**src/opc_pkg.sv**
```systemverilog
package opc_pkg;
   localparam logic [15:0] OPC_ADDR_CHAN  = 16'hff0e;
   localparam logic [15:0] OPC_ADDR_DIR   = 16'hff22;
   localparam logic [15:0] OPC_ADDR_AMP   = 16'hff60;
   localparam logic [15:0] OPC_ADDR_APIN  = 16'hff97;
   localparam logic [7:0]  OPC_RST_CHAN   = 8'h00;
   localparam logic [7:0]  OPC_RST_DIR    = 8'hff;
   localparam logic [7:0]  OPC_RST_AMP    = 8'h00;
   localparam logic [7:0]  OPC_RST_APIN   = 8'h00;
   localparam int          OPC_AMP_ZERO_NONINVERTING_IN_BIT   = 7;
   localparam int          OPC_AMP_ONE_NONINVERTING_IN_BIT   = 3;
   localparam logic [7:0]  OPC_AMP_MASK   = 8'h88;
   localparam logic [7:0]  OPC_CHAN_MASK  = 8'h07;
   localparam int          OPC_WAIT_CYC   = 1;
   // pin roles
   typedef enum logic [3:0] {
      OPC_ROLE_ANALOG   = 4'h0,
      OPC_ROLE_CONVERT  = 4'h1,
      OPC_ROLE_AMP_IN   = 4'h2,
      OPC_ROLE_AMP_OUT  = 4'h3,
      OPC_ROLE_AMP_CONV = 4'h4,
      OPC_ROLE_DIG_IN   = 4'h5,
      OPC_ROLE_DIG_OUT  = 4'h6,
      OPC_ROLE_UNDEF    = 4'h7
   } opc_role_t;
endpackage

```
**src/opc_cfg_if.sv**
```systemverilog
interface opc_cfg_if;
   import opc_pkg::*;
   logic [7:0] amp_ctl;
   logic [7:0] apin;
   logic [2:0] chan;
   logic [7:0] dir;
   modport regs (output amp_ctl, output apin, output chan, output dir);
   modport dec  (input amp_ctl, input apin, input chan, input dir);
endinterface

```
**src/opc_top.sv**
```systemverilog
// Summary of operation
// - amplifier control at ff60, reset 00, bit7 amp_zero_noninverting_in, bit3 amp_one_noninverting_in, rest zero
// - amp_zero_noninverting_in enable bit zero stops amplifier 0, one runs it
// - amp_one_noninverting_in enable bit zero stops amplifier 1, one runs it
// - amplifier control accepts single-bit and whole-byte writes
// - analog pin select resets to 00, all pins analog
// - each pin select bit: 0 analog, 1 digital, bit writable
// - pin select writes add a wait cycle; never write with clock stopped
// - three-bit channel code, 0..4; code 1 carries pin 1 or amp_zero_noninverting_in output
// - channel select at ff0e resets to 00, channel 0
// - direction at ff22 resets ff; 0 output, 1 input
// - amplifier pins in output direction do not serve the amplifier
// - pins 0 and 2: convert, plain analog, or amplifier input
// - pin 1 analog, amp_zero_noninverting_in on, channel 1: converter samples amp_zero_noninverting_in output
// - pin 1 analog, amp_zero_noninverting_in on, other channel: pin carries amp_zero_noninverting_in output
module opc_top
   import opc_pkg::*;
#(
   parameter int WAIT_CYC = OPC_WAIT_CYC
)(
   // clock and reset
   input  wire logic        mclk,
   input  wire logic        reset,
   // processor memory access
   input  wire logic [15:0] addr,
   input  wire logic        wr_en,
   input  wire logic        rd_en,
   input  wire logic        bit_wr,
   input  wire logic [2:0]  bit_sel,
   input  wire logic [7:0]  wdata,
   output logic      [7:0]  rdata,
   output logic             rd_hit,
   output logic             wait_req,
   // amplifier controls
   output logic             amp_zero_run,
   output logic             amp_one_run,
   output logic             amp_zero_to_conv,
   output logic             amp_zero_pins_ok,
   output logic             amp_one_pins_ok,
   // pin settings
   output logic      [7:0]  digital_sel,
   output logic      [7:0]  out_buf_en,
   output logic      [2:0]  conv_channel,
   output opc_role_t [2:0]  pin_role
);
   opc_cfg_if cfg ();
   logic [7:0] wait_cnt;
   logic       apin_wr;

   opc_regs u_regs (
      .mclk    (mclk),
      .reset   (reset),
      .addr    (addr),
      .wr_en   (wr_en && !wait_req),
      .bit_wr  (bit_wr),
      .bit_sel (bit_sel),
      .wdata   (wdata),
      .cfg     (cfg)
   );

   opc_decode u_dec (
      .cfg  (cfg),
      .role (pin_role)
   );

   // pin select write is held off by wait cycles, then taken in the cycle after the last one
   assign apin_wr = wr_en && addr == OPC_ADDR_APIN;
   always_ff @(posedge mclk or posedge reset) begin
      if (reset) begin
         wait_cnt <= 8'h00;
      end else if (apin_wr && wait_cnt == 8'h00) begin
         wait_cnt <= 8'(WAIT_CYC);
      end else if (wait_cnt != 8'h00) begin
         wait_cnt <= wait_cnt - 8'h01;
      end
   end
   // count 1 is the cycle in which the held write is taken
   assign wait_req = apin_wr && wait_cnt != 8'h01;

   always_ff @(posedge mclk or posedge reset) begin
      if (reset) begin
         rdata  <= 8'h00;
         rd_hit <= 1'b0;
      end else begin
         rd_hit <= rd_en;
         unique case (addr)
            OPC_ADDR_AMP:  rdata <= cfg.amp_ctl;
            OPC_ADDR_APIN: rdata <= cfg.apin;
            OPC_ADDR_CHAN: rdata <= {5'h00, cfg.chan};
            OPC_ADDR_DIR:  rdata <= cfg.dir;
            default: begin
               rdata  <= 8'h00;
               rd_hit <= 1'b0;
            end
         endcase
      end
   end

   assign amp_zero_run     = cfg.amp_ctl[OPC_AMP_ZERO_NONINVERTING_IN_BIT];
   assign amp_one_run      = cfg.amp_ctl[OPC_AMP_ONE_NONINVERTING_IN_BIT];
   assign amp_zero_to_conv = amp_zero_run && pin_role[1] == OPC_ROLE_AMP_CONV;
   // amplifier pins only connect when analog and input direction
   assign amp_zero_pins_ok = &(cfg.dir[2:0] & ~cfg.apin[2:0]);
   assign amp_one_pins_ok  = &(cfg.dir[7:5] & ~cfg.apin[7:5]);
   assign digital_sel      = cfg.apin;
   assign out_buf_en       = ~cfg.dir;
   assign conv_channel     = cfg.chan;
endmodule

```
**src/opc_regs.sv**
```systemverilog
module opc_regs
   import opc_pkg::*;
(
   // clock and reset
   input  wire logic        mclk,
   input  wire logic        reset,
   // processor access
   input  wire logic [15:0] addr,
   input  wire logic        wr_en,
   input  wire logic        bit_wr,
   input  wire logic [2:0]  bit_sel,
   input  wire logic [7:0]  wdata,
   // held values
   opc_cfg_if.regs          cfg
);
   logic [7:0] amp_q;
   logic [7:0] apin_q;
   logic [7:0] chan_q;
   logic [7:0] dir_q;

   // bit access rewrites one bit of the current value, byte access replaces it
   function automatic logic [7:0] merge(input logic [7:0] old);
      logic [7:0] v;
      v = old;
      if (bit_wr) begin
         v[bit_sel] = wdata[0];
      end else begin
         v = wdata;
      end
      return v;
   endfunction

   always_ff @(posedge mclk or posedge reset) begin
      if (reset) begin
         amp_q <= OPC_RST_AMP;
      end else if (wr_en && addr == OPC_ADDR_AMP) begin
         amp_q <= merge(amp_q) & OPC_AMP_MASK;
      end
   end

   always_ff @(posedge mclk or posedge reset) begin
      if (reset) begin
         apin_q <= OPC_RST_APIN;
      end else if (wr_en && addr == OPC_ADDR_APIN) begin
         apin_q <= merge(apin_q);
      end
   end

   // illegal codes are kept as written; only the three field bits exist
   always_ff @(posedge mclk or posedge reset) begin
      if (reset) begin
         chan_q <= OPC_RST_CHAN;
      end else if (wr_en && addr == OPC_ADDR_CHAN) begin
         chan_q <= merge(chan_q) & OPC_CHAN_MASK;
      end
   end

   always_ff @(posedge mclk or posedge reset) begin
      if (reset) begin
         dir_q <= OPC_RST_DIR;
      end else if (wr_en && addr == OPC_ADDR_DIR) begin
         dir_q <= merge(dir_q);
      end
   end

   assign cfg.amp_ctl = amp_q;
   assign cfg.apin    = apin_q;
   assign cfg.chan    = chan_q[2:0];
   assign cfg.dir     = dir_q;
endmodule

```
**src/opc_decode.sv**
```systemverilog
module opc_decode
   import opc_pkg::*;
(
   // settings
   opc_cfg_if.dec          cfg,
   // decoded roles
   output opc_role_t [2:0] role
);
   logic amp_zero_noninverting_in_on;
   assign amp_zero_noninverting_in_on = cfg.amp_ctl[OPC_AMP_ZERO_NONINVERTING_IN_BIT];

   // combinations the software must avoid decode to undefined; no checking
   genvar i;
   for (i = 0; i < 3; i++) begin : g_pin
      logic sel;
      assign sel = (cfg.chan == 3'(i));
      always_comb begin
         if (!cfg.dir[i]) begin
            role[i] = cfg.apin[i] ? OPC_ROLE_DIG_OUT : OPC_ROLE_UNDEF;
            if (cfg.apin[i] && (sel || (i == 1 && amp_zero_noninverting_in_on))) begin
               role[i] = OPC_ROLE_UNDEF;
            end
         end else if (cfg.apin[i]) begin
            role[i] = (sel || (i == 1 && amp_zero_noninverting_in_on)) ? OPC_ROLE_UNDEF
                                                   : OPC_ROLE_DIG_IN;
         end else if (i == 1) begin
            if (amp_zero_noninverting_in_on) begin
               role[i] = sel ? OPC_ROLE_AMP_CONV : OPC_ROLE_AMP_OUT;
            end else begin
               role[i] = sel ? OPC_ROLE_CONVERT : OPC_ROLE_ANALOG;
            end
         end else begin
            if (amp_zero_noninverting_in_on) begin
               role[i] = sel ? OPC_ROLE_UNDEF : OPC_ROLE_AMP_IN;
            end else begin
               role[i] = sel ? OPC_ROLE_CONVERT : OPC_ROLE_ANALOG;
            end
         end
      end
   end
endmodule

```
**config.mk**
```make
export PLATFORM = sky130hd
export DESIGN_NAME = opc_top
export DESIGN_NICKNAME = d
export VERILOG_FILES = /design/src/opc_pkg.sv /design/src/opc_cfg_if.sv /design/src/opc_top.sv /design/src/opc_regs.sv /design/src/opc_decode.sv
export SDC_FILE = /design/constraint.sdc
export NUM_CORES = 1
export LEC_CHECK = 0
export ABC_AREA = 1
export CORE_MARGIN = 3
export CORE_UTILIZATION = 24
export DETAILED_ROUTE_END_ITERATION = 8
export DONT_BUFFER_PORTS = 1
export PLACE_DENSITY = 0.35
export SLEW_MARGIN = 20
export SYNTH_ARGS = -nofsm -noshare
export SYNTH_HDL_FRONTEND = slang
export SYNTH_SLANG_ARGS = --single-unit
```
**constraint.sdc**
```tcl
create_clock -name mclk -period 1.9 [get_ports mclk]
set_input_delay 0.19 -clock mclk [delete_from_list [all_inputs] [get_ports mclk]]
set_output_delay 0.19 -clock mclk [all_outputs]
set_load 0.02 [all_outputs]
```
Word-level counts from Yosys, hierarchy flattened

Index checks and enable logic that the tools add are counted.

Bits in registers: 38

Add/sub/neg operators: 1
Order comparisons: 2
Equality and inequality tests: 8
Muxes and demuxes: 38
Bitwise operators: 5
Reductions and logical operators: 22

Operator list:

| kind                 | number |
|---|---|
| $eq 16x16->1 const B | 4 |
| $mux 4               | 12 |
| $mux 8               | 5 |
| $bwmux 8             | 4 |
| $pmux 8 s4           | 1 |
| $logic_and 1x1->1    | 13 |
| $mux 3               | 4 |
| $logic_not 8->1      | 1 |
| $mux 1               | 8 |
| $ne 8x1->1 const B   | 1 |
| $not 8->8            | 1 |
| $reduce_bool 8->1    | 1 |
| $sub 8x1->8 const B  | 1 |
| $and 3x3->3          | 2 |
| $mux 2               | 3 |
| $not 3->3            | 2 |
| $reduce_and 3->1     | 2 |
| $eq 4x3->1 const B   | 1 |
| $lt 3x4->1 const B   | 1 |
| $reduce_or 4->1      | 1 |
| $demux 1 s3          | 1 |
| $eq 3x1->1 const B   | 1 |
| $eq 3x2->1 const B   | 1 |
| $ge 3x1->1 const B   | 1 |
| other kinds (4)      | 4 |

Depth between registers and ports, before layout

Gate-level depths: netlist of run 1.

Depth after elaboration: 7
Mapped depth: 10

Cells and area by module

Synthesis of run 1 repeated with hierarchy kept, for this count alone.

Cell total of the unflattened synthesis: 436
Area total of the unflattened synthesis: 2874.0 µm²

By module, submodules not included:

| module     | times used | cells each | area an instance (µm²) | sequential area each (µm²) |
|---|---|---|---|---|
| opc_regs   | 1          | 227        | 1536.5                 | 535.5 |
| opc_top    | 1          | 165        | 1119.8                 | 425.4 |
| opc_decode | 1          | 44         | 217.7                  | 0.0 |

Worst setup path before layout of run 1

OpenSTA, ideal clock, no wires.

Path kind: reg-to-output
Start point: register u_regs.amp_q[7], in the netlist u_regs.cfg.amp_ctl[7]
End point: output amp_zero_to_conv
Data arrival time: 1.897 ns
Required time: 1.710 ns
Setup slack: -0.187 ns
Cell stages (with the launch flop): 6
Cells stage by stage: dfrtp_1 inv_1 ha_1 nor2_1 a31oi_1 nor4_1

RTL lines:

| item                     | RTL line       | RTL |
|---|---|---|
| start: declaration       | opc_regs.sv:16 | `logic [7:0] amp_q;` |
| start signal: assignment | opc_regs.sv:37 | `amp_q <= merge(amp_q) & OPC_AMP_MASK;` |
| end: declaration         | opc_top.sv:37  | `output logic amp_zero_to_conv,` |

Worst setup path after layout of run 1

Start point: register u_regs.chan_q[1]
End point: output amp_zero_to_conv

Longest elaborated chain between the ends: 7

Ends and longest elaborated chain:

| item                                 | RTL line                           | RTL |
|---|---|---|
| start: declaration                   | opc_regs.sv:18                     | `logic [7:0] chan_q;` |
| start signal: assignment             | opc_regs.sv:54                     | `chan_q <= merge(chan_q) & OPC_CHAN_MASK;` |
| $eq 3x1->1 *                         | opc_decode.sv:16                   | `assign sel = (cfg.chan == 3'(i));` |
| $mux 1, or another cell as far along | opc_decode.sv:30                   | `role[i] = sel ? OPC_ROLE_CONVERT : OPC_ROLE_ANALOG;` |
| $mux 4, or another cell as far along | opc_decode.sv:27                   | `if (amp_zero_noninverting_in_on) begin` |
| $mux 4, on equally long branches     | opc_decode.sv:23, opc_decode.sv:20 |  |
| $mux 4 *                             | opc_decode.sv:18                   | `if (!cfg.dir[i]) begin` |
| $eq 4x3->1 *                         | opc_top.sv:101                     | `assign amp_zero_to_conv = amp_zero_run && pin_role[1] == OPC_ROLE_AMP_CONV;` |
| $logic_and 1x1->1 *                  | opc_top.sv:101                     |  |

Every way passes the cells marked *; elsewhere a longest branch is shown, timed or not.

==> results of run 1 <==
-- cell families (layout without fill, tap and decap cells) --
| family | count (synthesis) | count (layout) | synth area share [%] |
|---|---|---|---|
| DFF | 38 | 38 | 38.0 |
| and+or+nand+nor | 219 | 219 | 41.0 |
| adders and majority gates | 4 | 4 | 1.98 |
| xor gates and xnor gates | 2 | 2 | 0.694 |
| other | 1 | 3 | 0.148 |
| buffers and inverters | 50 | 70 | 9.81 |
| AOI/OAI and AO/OA | 36 | 36 | 8.37 |
-- stage by stage --
stage | utilization (%) | worst slack (ns)
after floorplan | - | 0.0168
after global placement | 27.6 | 0.318
after detailed placement | 27.6 | 0.287
after CTS | 28.9 | 0.00362
after global routing | 29.0 | 0.00303
final | 29.0 | 0.113
-- report_power, final --
part	switching, W	internal, W
sequential	0.0000693	0.000898
clock	0.000307	0.000292
combinational	0.000286	0.000152
total	0.000663	0.00134
-- layout make-up --
cell class,count,share of cell area [%]
clock inverter,2,0.432
tap,133,5.75
multi-input combinational,264,46.2
sequential,38,33.2
clock buffer,6,2.85
timing repair buffer,22,6.31
inverter,40,5.32
-- worst max path at each step --
stage,start,endpoint,slack (ns),depth (start not counted)
6_report,u_regs.chan_q[1]$_DFFE_PP0P_,amp_zero_to_conv,0.11,7
5_1_grt,u_regs.chan_q[1]$_DFFE_PP0P_,amp_zero_to_conv,0.003,7
4_1_cts,u_regs.chan_q[2]$_DFFE_PP0P_,amp_zero_to_conv,0.004,7
3_5_place_dp,u_regs.chan_q[1]$_DFFE_PP0P_,amp_zero_to_conv,0.29,7
3_3_place_gp,u_regs.chan_q[1]$_DFFE_PP0P_,amp_zero_to_conv,0.32,7
2_1_floorplan,u_regs.cfg.amp_ctl[7]$_DFFE_PP0P_,amp_zero_to_conv,0.02,5
-- state kept, by name, summed over array words and instances, names as in the netlist --
register / count
wait_cnt: 8
u_regs.cfg.amp_ctl: 2
u_regs.chan_q: 3
u_regs.cfg.apin: 8
rd_hit: 1
rdata: 8
u_regs.cfg.dir: 8
-- repair_timing --
action                                 4_1_cts  5_1_grt
setup buffers                                0        1
hold buffers                                 2        0
endpoints found under the hold margin       31        0
resized for setup                            3        3
pin swaps                                    0        1
setup endpoints to repair                    2        2
-- cells in the final DEF (no fill, tap or decap), drive strengths merged, types with 2 or more instances in the layout --
master	n
a21oi	4
buf	20
clkbuf	6
clkinvlp	2
conb	3
dfrtp	30
dfstp	8
dlygate4sd3	2
ha	4
inv	39
nand2	111
nand3	31
nand4	29
nor2	35
nor3	11
o211ai	6
o21ai	23
xor2	2
-- worst max-delay path: cells and delay by family, from the launching register on --
family | cells | cell delay, ns
and+or+nand+nor | 3 | 0.32
DFF | 1 | 0.39
AOI/OAI and AO/OA | 1 | 0.07
buffers and inverters | 2 | 0.26
adders and majority gates | 1 | 0.28
-- metal layers --
metal	GRT usage [%]	wire, µm
met1	18.5	3710
met2	21.7	3500
met3	3.82	572
met4	2.16	40
met5	0	0
==> impl_metrics.ini, run 1 <==
[clock_tree]
path_clk_slew_ns = 0.08
cts_root_buf = clkbuf_8
cts_buffers = 5
clk_latency_ns = 0.29
cts.sinks = 38
clockBufferDepth = 2
cts_tree = yes
h-tree-depth = 2

[sta]
hold_slack_ns = 0.0150
finalSetupViolations = 0
slew_headroom_pct = 64.9
drv_slew = 0
period_needed_ns = 1.79
finalHoldViolations = 0
finClkSkew_ns = 0.00775
rsz0062_at_grt = false
max_freq_mhz = 559
tightestPinTransition_ns = 0.527
period_share_pct = 94.1
fin_tns_setup_ns = 0

[finish]
multi_input_area_um2 = 1340
seqCellArea_um2 = 961
n_antenna_cell = 0
drive_gt1_share_pct = 16.7
fin_cells = 505
design_area_um2 = 2900
fillers = 1121
areaGrowthSynthToFinish_pct = 14.6
final_nets = 407

[setup_path]
crit_fanout = 3
worstReg2RegEnd = u_regs.cfg.amp_ctl[7]$_DFFE_PP0P_
r2r_setup_slack_ns = 0.30
crit-reg2reg-launch = wait_cnt[1]$_DFFE_PP0P_
slowest_stage = dfrtp_1
cp_data_arrival_time_ns = 1.60
startpoint_type = flop
slowest_delay_ns = 0.39
end_kind = primary output
reg2regPathDepth = 8
crit_required_ns = 1.71
path_class = reg2out
path_cells = inv_2, nand3_2, ha_1, nor2_1, a31oi_1, nor4_2, buf_4

[global_route]
grt_max_degree = 39
track_usage_pct = 13.5
grt-ovfl-total = 0
antenna_found_initial = 0
grt_pass1_vias = 2245
grt_pass1_wl_mm = 12.3

[power_and_ir_drop]
p_leak_nw = 1.30
total_power_w = 0.00200
peakVddDrop_v = 0.000265
power_density_nw_per_um2 = 692

[drt]
viasPerCell = 4.66
vias = 2352
wl_per_cell_um = 15.5
drcViolationCount = 0
dr.first_iter.drc_count = 109
drt_pre_antenna_iters = 4
wirelength_mm = 7.82
ant_nets = 0

[logic_synthesis]
netlist_area_um2 = 2530
syn_inst = 350
ys_ff_latch = 38
synth_cell_types = 31
synth_edf_count = 0
synth_common_cells = nand2_1 (108), inv_1 (38), nand3_1 (31), dfrtp_1 (30), nand4_1 (28)
ys_top_cells_by_area = dfrtp_1 (30%), nand2_1 (16%), dfstp_2 (8.3%)
yosysSeqAreaShare_pct = 38.0
synthesis.yosys.warnings = 0
synth.top_cell.area_share_pct = 29.7
syn_avg_cell_area_um2 = 7.22
async_flop_share_pct = 100
yosys.area.top_type = dfrtp_1
synth.most_common_cell = nand2_1
synth_flop_cell = dfrtp_1

[floorplanning]
die_h_um = 109
num_rows = 36
coreArea_um2 = 10000
die_width_um = 109
io_pins = 78
dieArea_um2 = 11800
floorplan.initialDensity_pct = 25.3

[placed_design]
gp_congestion = 0.771
placed_area_um2 = 2760
port_buffers = 0
placed_cells = 494
place.detailed.hpwl_mm = 5.96

[flow_run]
drv_cap = 0

[worst_hold_path]
hold_class = in2reg
worstHoldStart = wdata[0]
whs_path_depth = 2
hold_path_end = u_regs.cfg.dir[0]$_DFFE_PP1P_

[outcome]
outcome = finished clean
(Power assumes the default switching activity.)
==> inputs of run 2 (changes only) <==
- HOLD_SLACK_MARGIN: default -> 0.06
==> impl_metrics.ini, run 2 (synthesized netlist as in run 1, its figures left out) <==
[sta]
finClkSkew_ns = 0.00792
period_share_pct = 94.1
finalSetupViolations = 0
drv_slew = 0
tightestPinTransition_ns = 0.527
finalHoldViolations = 0
max_freq_mhz = 559
rsz0062_at_grt = false
slew_headroom_pct = 64.9
period_needed_ns = 1.79
fin_tns_setup_ns = 0

[global_route]
track_usage_pct = 13.6
grt_pass1_vias = 2249
grt_pass1_wl_mm = 12.3
grt_max_degree = 39
grt-ovfl-total = 0
antenna_found_initial = 0

[finish]
areaGrowthSynthToFinish_pct = 15.0
design_area_um2 = 2910
drive_gt1_share_pct = 16.6
final_nets = 408
final_util_pct = 29.1
n_antenna_cell = 0
final_cell_mix = nand2_1 (108), inv_1 (34), nand3_1 (30), dfrtp_1 (30), nand4_1 (28)
layout_commonest_cell = nand2_1

[setup_path]
reg2regPathDepth = 8
startpoint_type = flop
end_kind = primary output
cp_data_arrival_time_ns = 1.60
crit-reg2reg-launch = wait_cnt[1]$_DFFE_PP0P_
path_class = reg2out
crit_required_ns = 1.71
crit_fanout = 3
r2r_setup_slack_ns = 0.30
worstReg2RegEnd = u_regs.cfg.amp_ctl[7]$_DFFE_PP0P_

[drt]
dr.first_iter.drc_count = 121
vias = 2356
top_layer_used = met4
wirelength_mm = 7.87
wl_per_cell_um = 15.6
drt_pre_antenna_iters = 4
wl_met1_mm = 3.68
met3_length_um = 626
wl_met2_mm = 3.52
viasPerCell = 4.66
ant_nets = 0
drcViolationCount = 0

[clock_tree]
clockBufferDepth = 2
cts_buffers = 5
clk_latency_ns = 0.29
cts_tree = yes
cts_root_buf = clkbuf_8
h-tree-depth = 2
cts.sinks = 38
path_clk_slew_ns = 0.08

[placed_design]
place.detailed.hpwl_mm = 5.96
placed_area_um2 = 2760
port_buffers = 0
gp_congestion = 0.771

[power_and_ir_drop]
peakVddDrop_v = 0.000265
p_leak_nw = 1.30
power_density_nw_per_um2 = 691

[worst_hold_path]
worstHoldStart = wr_en
whs_path_depth = 3
hold_class = in2reg
hold_path_end = u_regs.cfg.apin[6]$_DFFE_PP0P_

[floorplanning]
io_pins = 78
die_width_um = 109
num_rows = 36
floorplan.initialDensity_pct = 25.3
coreArea_um2 = 10000
dieArea_um2 = 11800
die_h_um = 109

[flow_run]
drv_cap = 0

[outcome]
outcome = finished clean
-- run 2: cell types whose count changed in the layout (fill, tap and decap cells not counted), sizes merged --
cell	delta
dlygate4sd3	+1
-- run 2: layout make-up --
cell class | instances | area, µm²
Inverter | 40 | 154
Clock buffer | 6 | 82.6
Fill cell | 1120 | 7090
Tap cell | 133 | 166
Multi-Input combinational cell | 264 | 1340
Clock inverter | 2 | 12.5
Timing Repair Buffer | 23 | 193
Sequential cell | 38 | 961
-- run 2: critical path: stages (launching register included) --
cell,delay [ns]
dfrtp_1,0.39
inv_2,0.08
nand3_2,0.07
ha_1,0.28
nor2_1,0.11
a31oi_1,0.07
nor4_2,0.14
buf_4,0.18
-- run 2: worst max-delay path by stage --
| stage | startpoint | endpoint | slack [ns] | cells after the start |
|---|---|---|---|---|
| 6_report | u_regs.chan_q[1]$_DFFE_PP0P_ | amp_zero_to_conv | 0.11 | 7 |
| 3_5_place_dp | u_regs.chan_q[1]$_DFFE_PP0P_ | amp_zero_to_conv | 0.29 | 7 |
| 5_1_grt | u_regs.chan_q[1]$_DFFE_PP0P_ | amp_zero_to_conv | 0.003 | 7 |
| 3_3_place_gp | u_regs.chan_q[1]$_DFFE_PP0P_ | amp_zero_to_conv | 0.32 | 7 |
| 4_1_cts | u_regs.chan_q[2]$_DFFE_PP0P_ | amp_zero_to_conv | 0.004 | 7 |
| 2_1_floorplan | u_regs.cfg.amp_ctl[7]$_DFFE_PP0P_ | amp_zero_to_conv | 0.02 | 5 |
-- run 2: per-stage QoR --
| step | std cells | setup slack (ns) | power [W] | hold WS, ns |
|---|---|---|---|---|
| 2_1_floorplan | 352 | 0.0168 | 0.00134 | 0.294 |
| 3_3_place_gp | 494 | 0.318 | 0.00142 | 0.255 |
| 3_5_place_dp | 494 | 0.287 | 0.00142 | 0.248 |
| 4_1_cts | 505 | 0.00362 | 0.00204 | 0.0920 |
| 5_1_grt | 506 | 0.00303 | 0.00215 | 0.108 |
| 6_report | 506 | 0.112 | 0.00201 | 0.111 |
-- run 2: routing by layer --
metal / GRT usage (%) / vias up
met3: 3.34 / 2
met2: 21.7 / 65
met5: 0 / -
li1: - / 1207
met4: 2.16 / 0
met1: 18.9 / 1082
-- run 2: repair_timing --
action                     in CTS  in global routing
hold buffers                    3                  0
hold endpoints to repair       33                  0
buffers inserted                0                  1
resized for setup               3                  3
setup endpoints to repair       2                  2
pin swaps                       0                  1
-- run 2: report_power, final --
group	leakage, nW	switching, W	internal [W]	total, W
registers	0.486	0.0000694	0.000898	0.000967
logic	0.767	0.000289	0.000153	0.000442
clock network	0.0472	0.000306	0.000292	0.000598
==> inputs of run 3 (changes only) <==
- PLACE_DENSITY: 0.35 -> default
- PLACE_DENSITY_LB_ADDON: default -> 0.12
==> impl_metrics.ini, run 3 (synthesized netlist as in run 1, its figures left out) <==
[drt]
drcViolationCount = 0
dr.first_iter.drc_count = 131
wirelength_mm = 7.71
drt_pre_antenna_iters = 5
ant_nets = 0
wl_per_cell_um = 15.1
vias = 2378
viasPerCell = 4.67

[clock_tree]
cts_tree = yes
cts_buffers = 5
cts.sinks = 38
cts_root_buf = clkbuf_8
path_clk_slew_ns = 0.07
h-tree-depth = 2
clockBufferDepth = 2
clk_latency_ns = 0.29

[power_and_ir_drop]
power_density_nw_per_um2 = 659
peakVddDrop_v = 0.000304
p_leak_nw = 1.31

[placed_design]
port_buffers = 0
place.detailed.hpwl_mm = 5.97
placed_cells = 494
gp_congestion = 0.820

[finish]
final_cell_mix = nand2_1 (108), inv_1 (32), nand3_1 (30)
areaGrowthSynthToFinish_pct = 17.9
layout_commonest_cell = nand2_1
final_nets = 411
seqCellArea_um2 = 962
fin_cells = 509
multi_input_area_um2 = 1400
drive_gt1_share_pct = 18.9
n_antenna_cell = 0
final_util_pct = 29.8
fillers = 1107

[sta]
tightestPinTransition_ns = 0.513
slew_headroom_pct = 65.8
finalHoldViolations = 0
rsz0062_at_grt = true
finalSetupViolations = 0
finClkSkew_ns = 0.0103
drv_slew = 0
period_share_pct = 99.1
period_needed_ns = 1.88
max_freq_mhz = 531

[setup_path]
crit-reg2reg-launch = wait_cnt[1]$_DFFE_PP0P_
end_kind = primary output
startpoint_type = flop
cp_data_arrival_time_ns = 1.69
crit_fanout = 3
crit_required_ns = 1.71
r2r_setup_slack_ns = 0.36
path_class = reg2out
reg2regPathDepth = 8
startpoint = u_regs.chan_q[1]$_DFFE_PP0P_

[global_route]
track_usage_pct = 13.4
antenna_found_initial = 0
grt_pass1_vias = 2270
grt_max_degree = 39
grt-ovfl-total = 0
grt_pass1_wl_mm = 12.1

[floorplanning]
floorplan.initialDensity_pct = 25.3
io_pins = 78
dieArea_um2 = 11800
coreArea_um2 = 10000
num_rows = 36
die_width_um = 109
die_h_um = 109

[worst_hold_path]
hold_class = in2reg
worstHoldStart = wr_en
whs_path_depth = 2

[outcome]
outcome = finished clean

[flow_run]
drv_cap = 0
-- run 3: area by class of cell --
class                   count  area share [%]
well taps                 133            5.59
flip-flops and latches     38            32.3
inverters                  40            5.29
repair buffers             26            7.23
multi-input cells         264            46.9
clock buffers               8            2.69
-- run 3: critical path: stages (launching register included) --
cell,delay (ns)
dfrtp_1,0.39
inv_2,0.09
nand3_4,0.08
ha_4,0.25
nor2_4,0.10
a31oi_4,0.04
nor4_2,0.27
buf_4,0.18
-- run 3: path summary, 6_finish.rpt --
check,to
max,amp_zero_to_conv
min,u_regs.cfg.apin[1]$_DFFE_PP0P_
max reg2reg,u_regs.cfg.amp_ctl[3]$_DFFE_PP0P_
min reg2reg,u_regs.cfg.dir[6]$_DFFE_PP1P_
max in group asynchronous,u_regs.cfg.dir[3]$_DFFE_PP1P_
min in group asynchronous,rdata[5]$_DFF_PP0_
-- run 3: what timing repair did --
action                                  CTS  global route
endpoints found under the hold margin    33             0
endpoints found under the setup margin    1             4
pin swaps                                 1             4
setup buffers                             0             4
resized for setup                         1            17
hold buffers                              3             0
-- run 3: power by group --
part	internal, W	switching (W)
Sequential	0.000898	0.0000719
Clock	0.000261	0.000288
Combinational	0.000153	0.000289
Total	0.00131	0.000649
-- run 3: through the flow --
step | setup TNS [ns] | total power, W | hold slack (ns) | instance area (µm²) | worst slack, ns
4_1_cts | 0 | 0.00199 | 0.0922 | 2870 | 0.0282
6_report | 0 | 0.00196 | 0.107 | 2980 | 0.0174
5_1_grt | -0.0602 | 0.00210 | 0.105 | 2980 | -0.0602
2_1_floorplan | 0 | 0.00134 | 0.294 | 2540 | 0.0168
3_5_place_dp | 0 | 0.00142 | 0.248 | 2760 | 0.298
3_3_place_gp | 0 | 0.00142 | 0.243 | 2760 | 0.313
-- run 3: routing by layer --
| layer | wire (µm) | GRT usage, % |
|---|---|---|
| met1 | 3580 | 18.1 |
| met2 | 3490 | 21.0 |
| met3 | 536 | 3.70 |
| met4 | 107 | 3.70 |
| met5 | 0 | 0 |
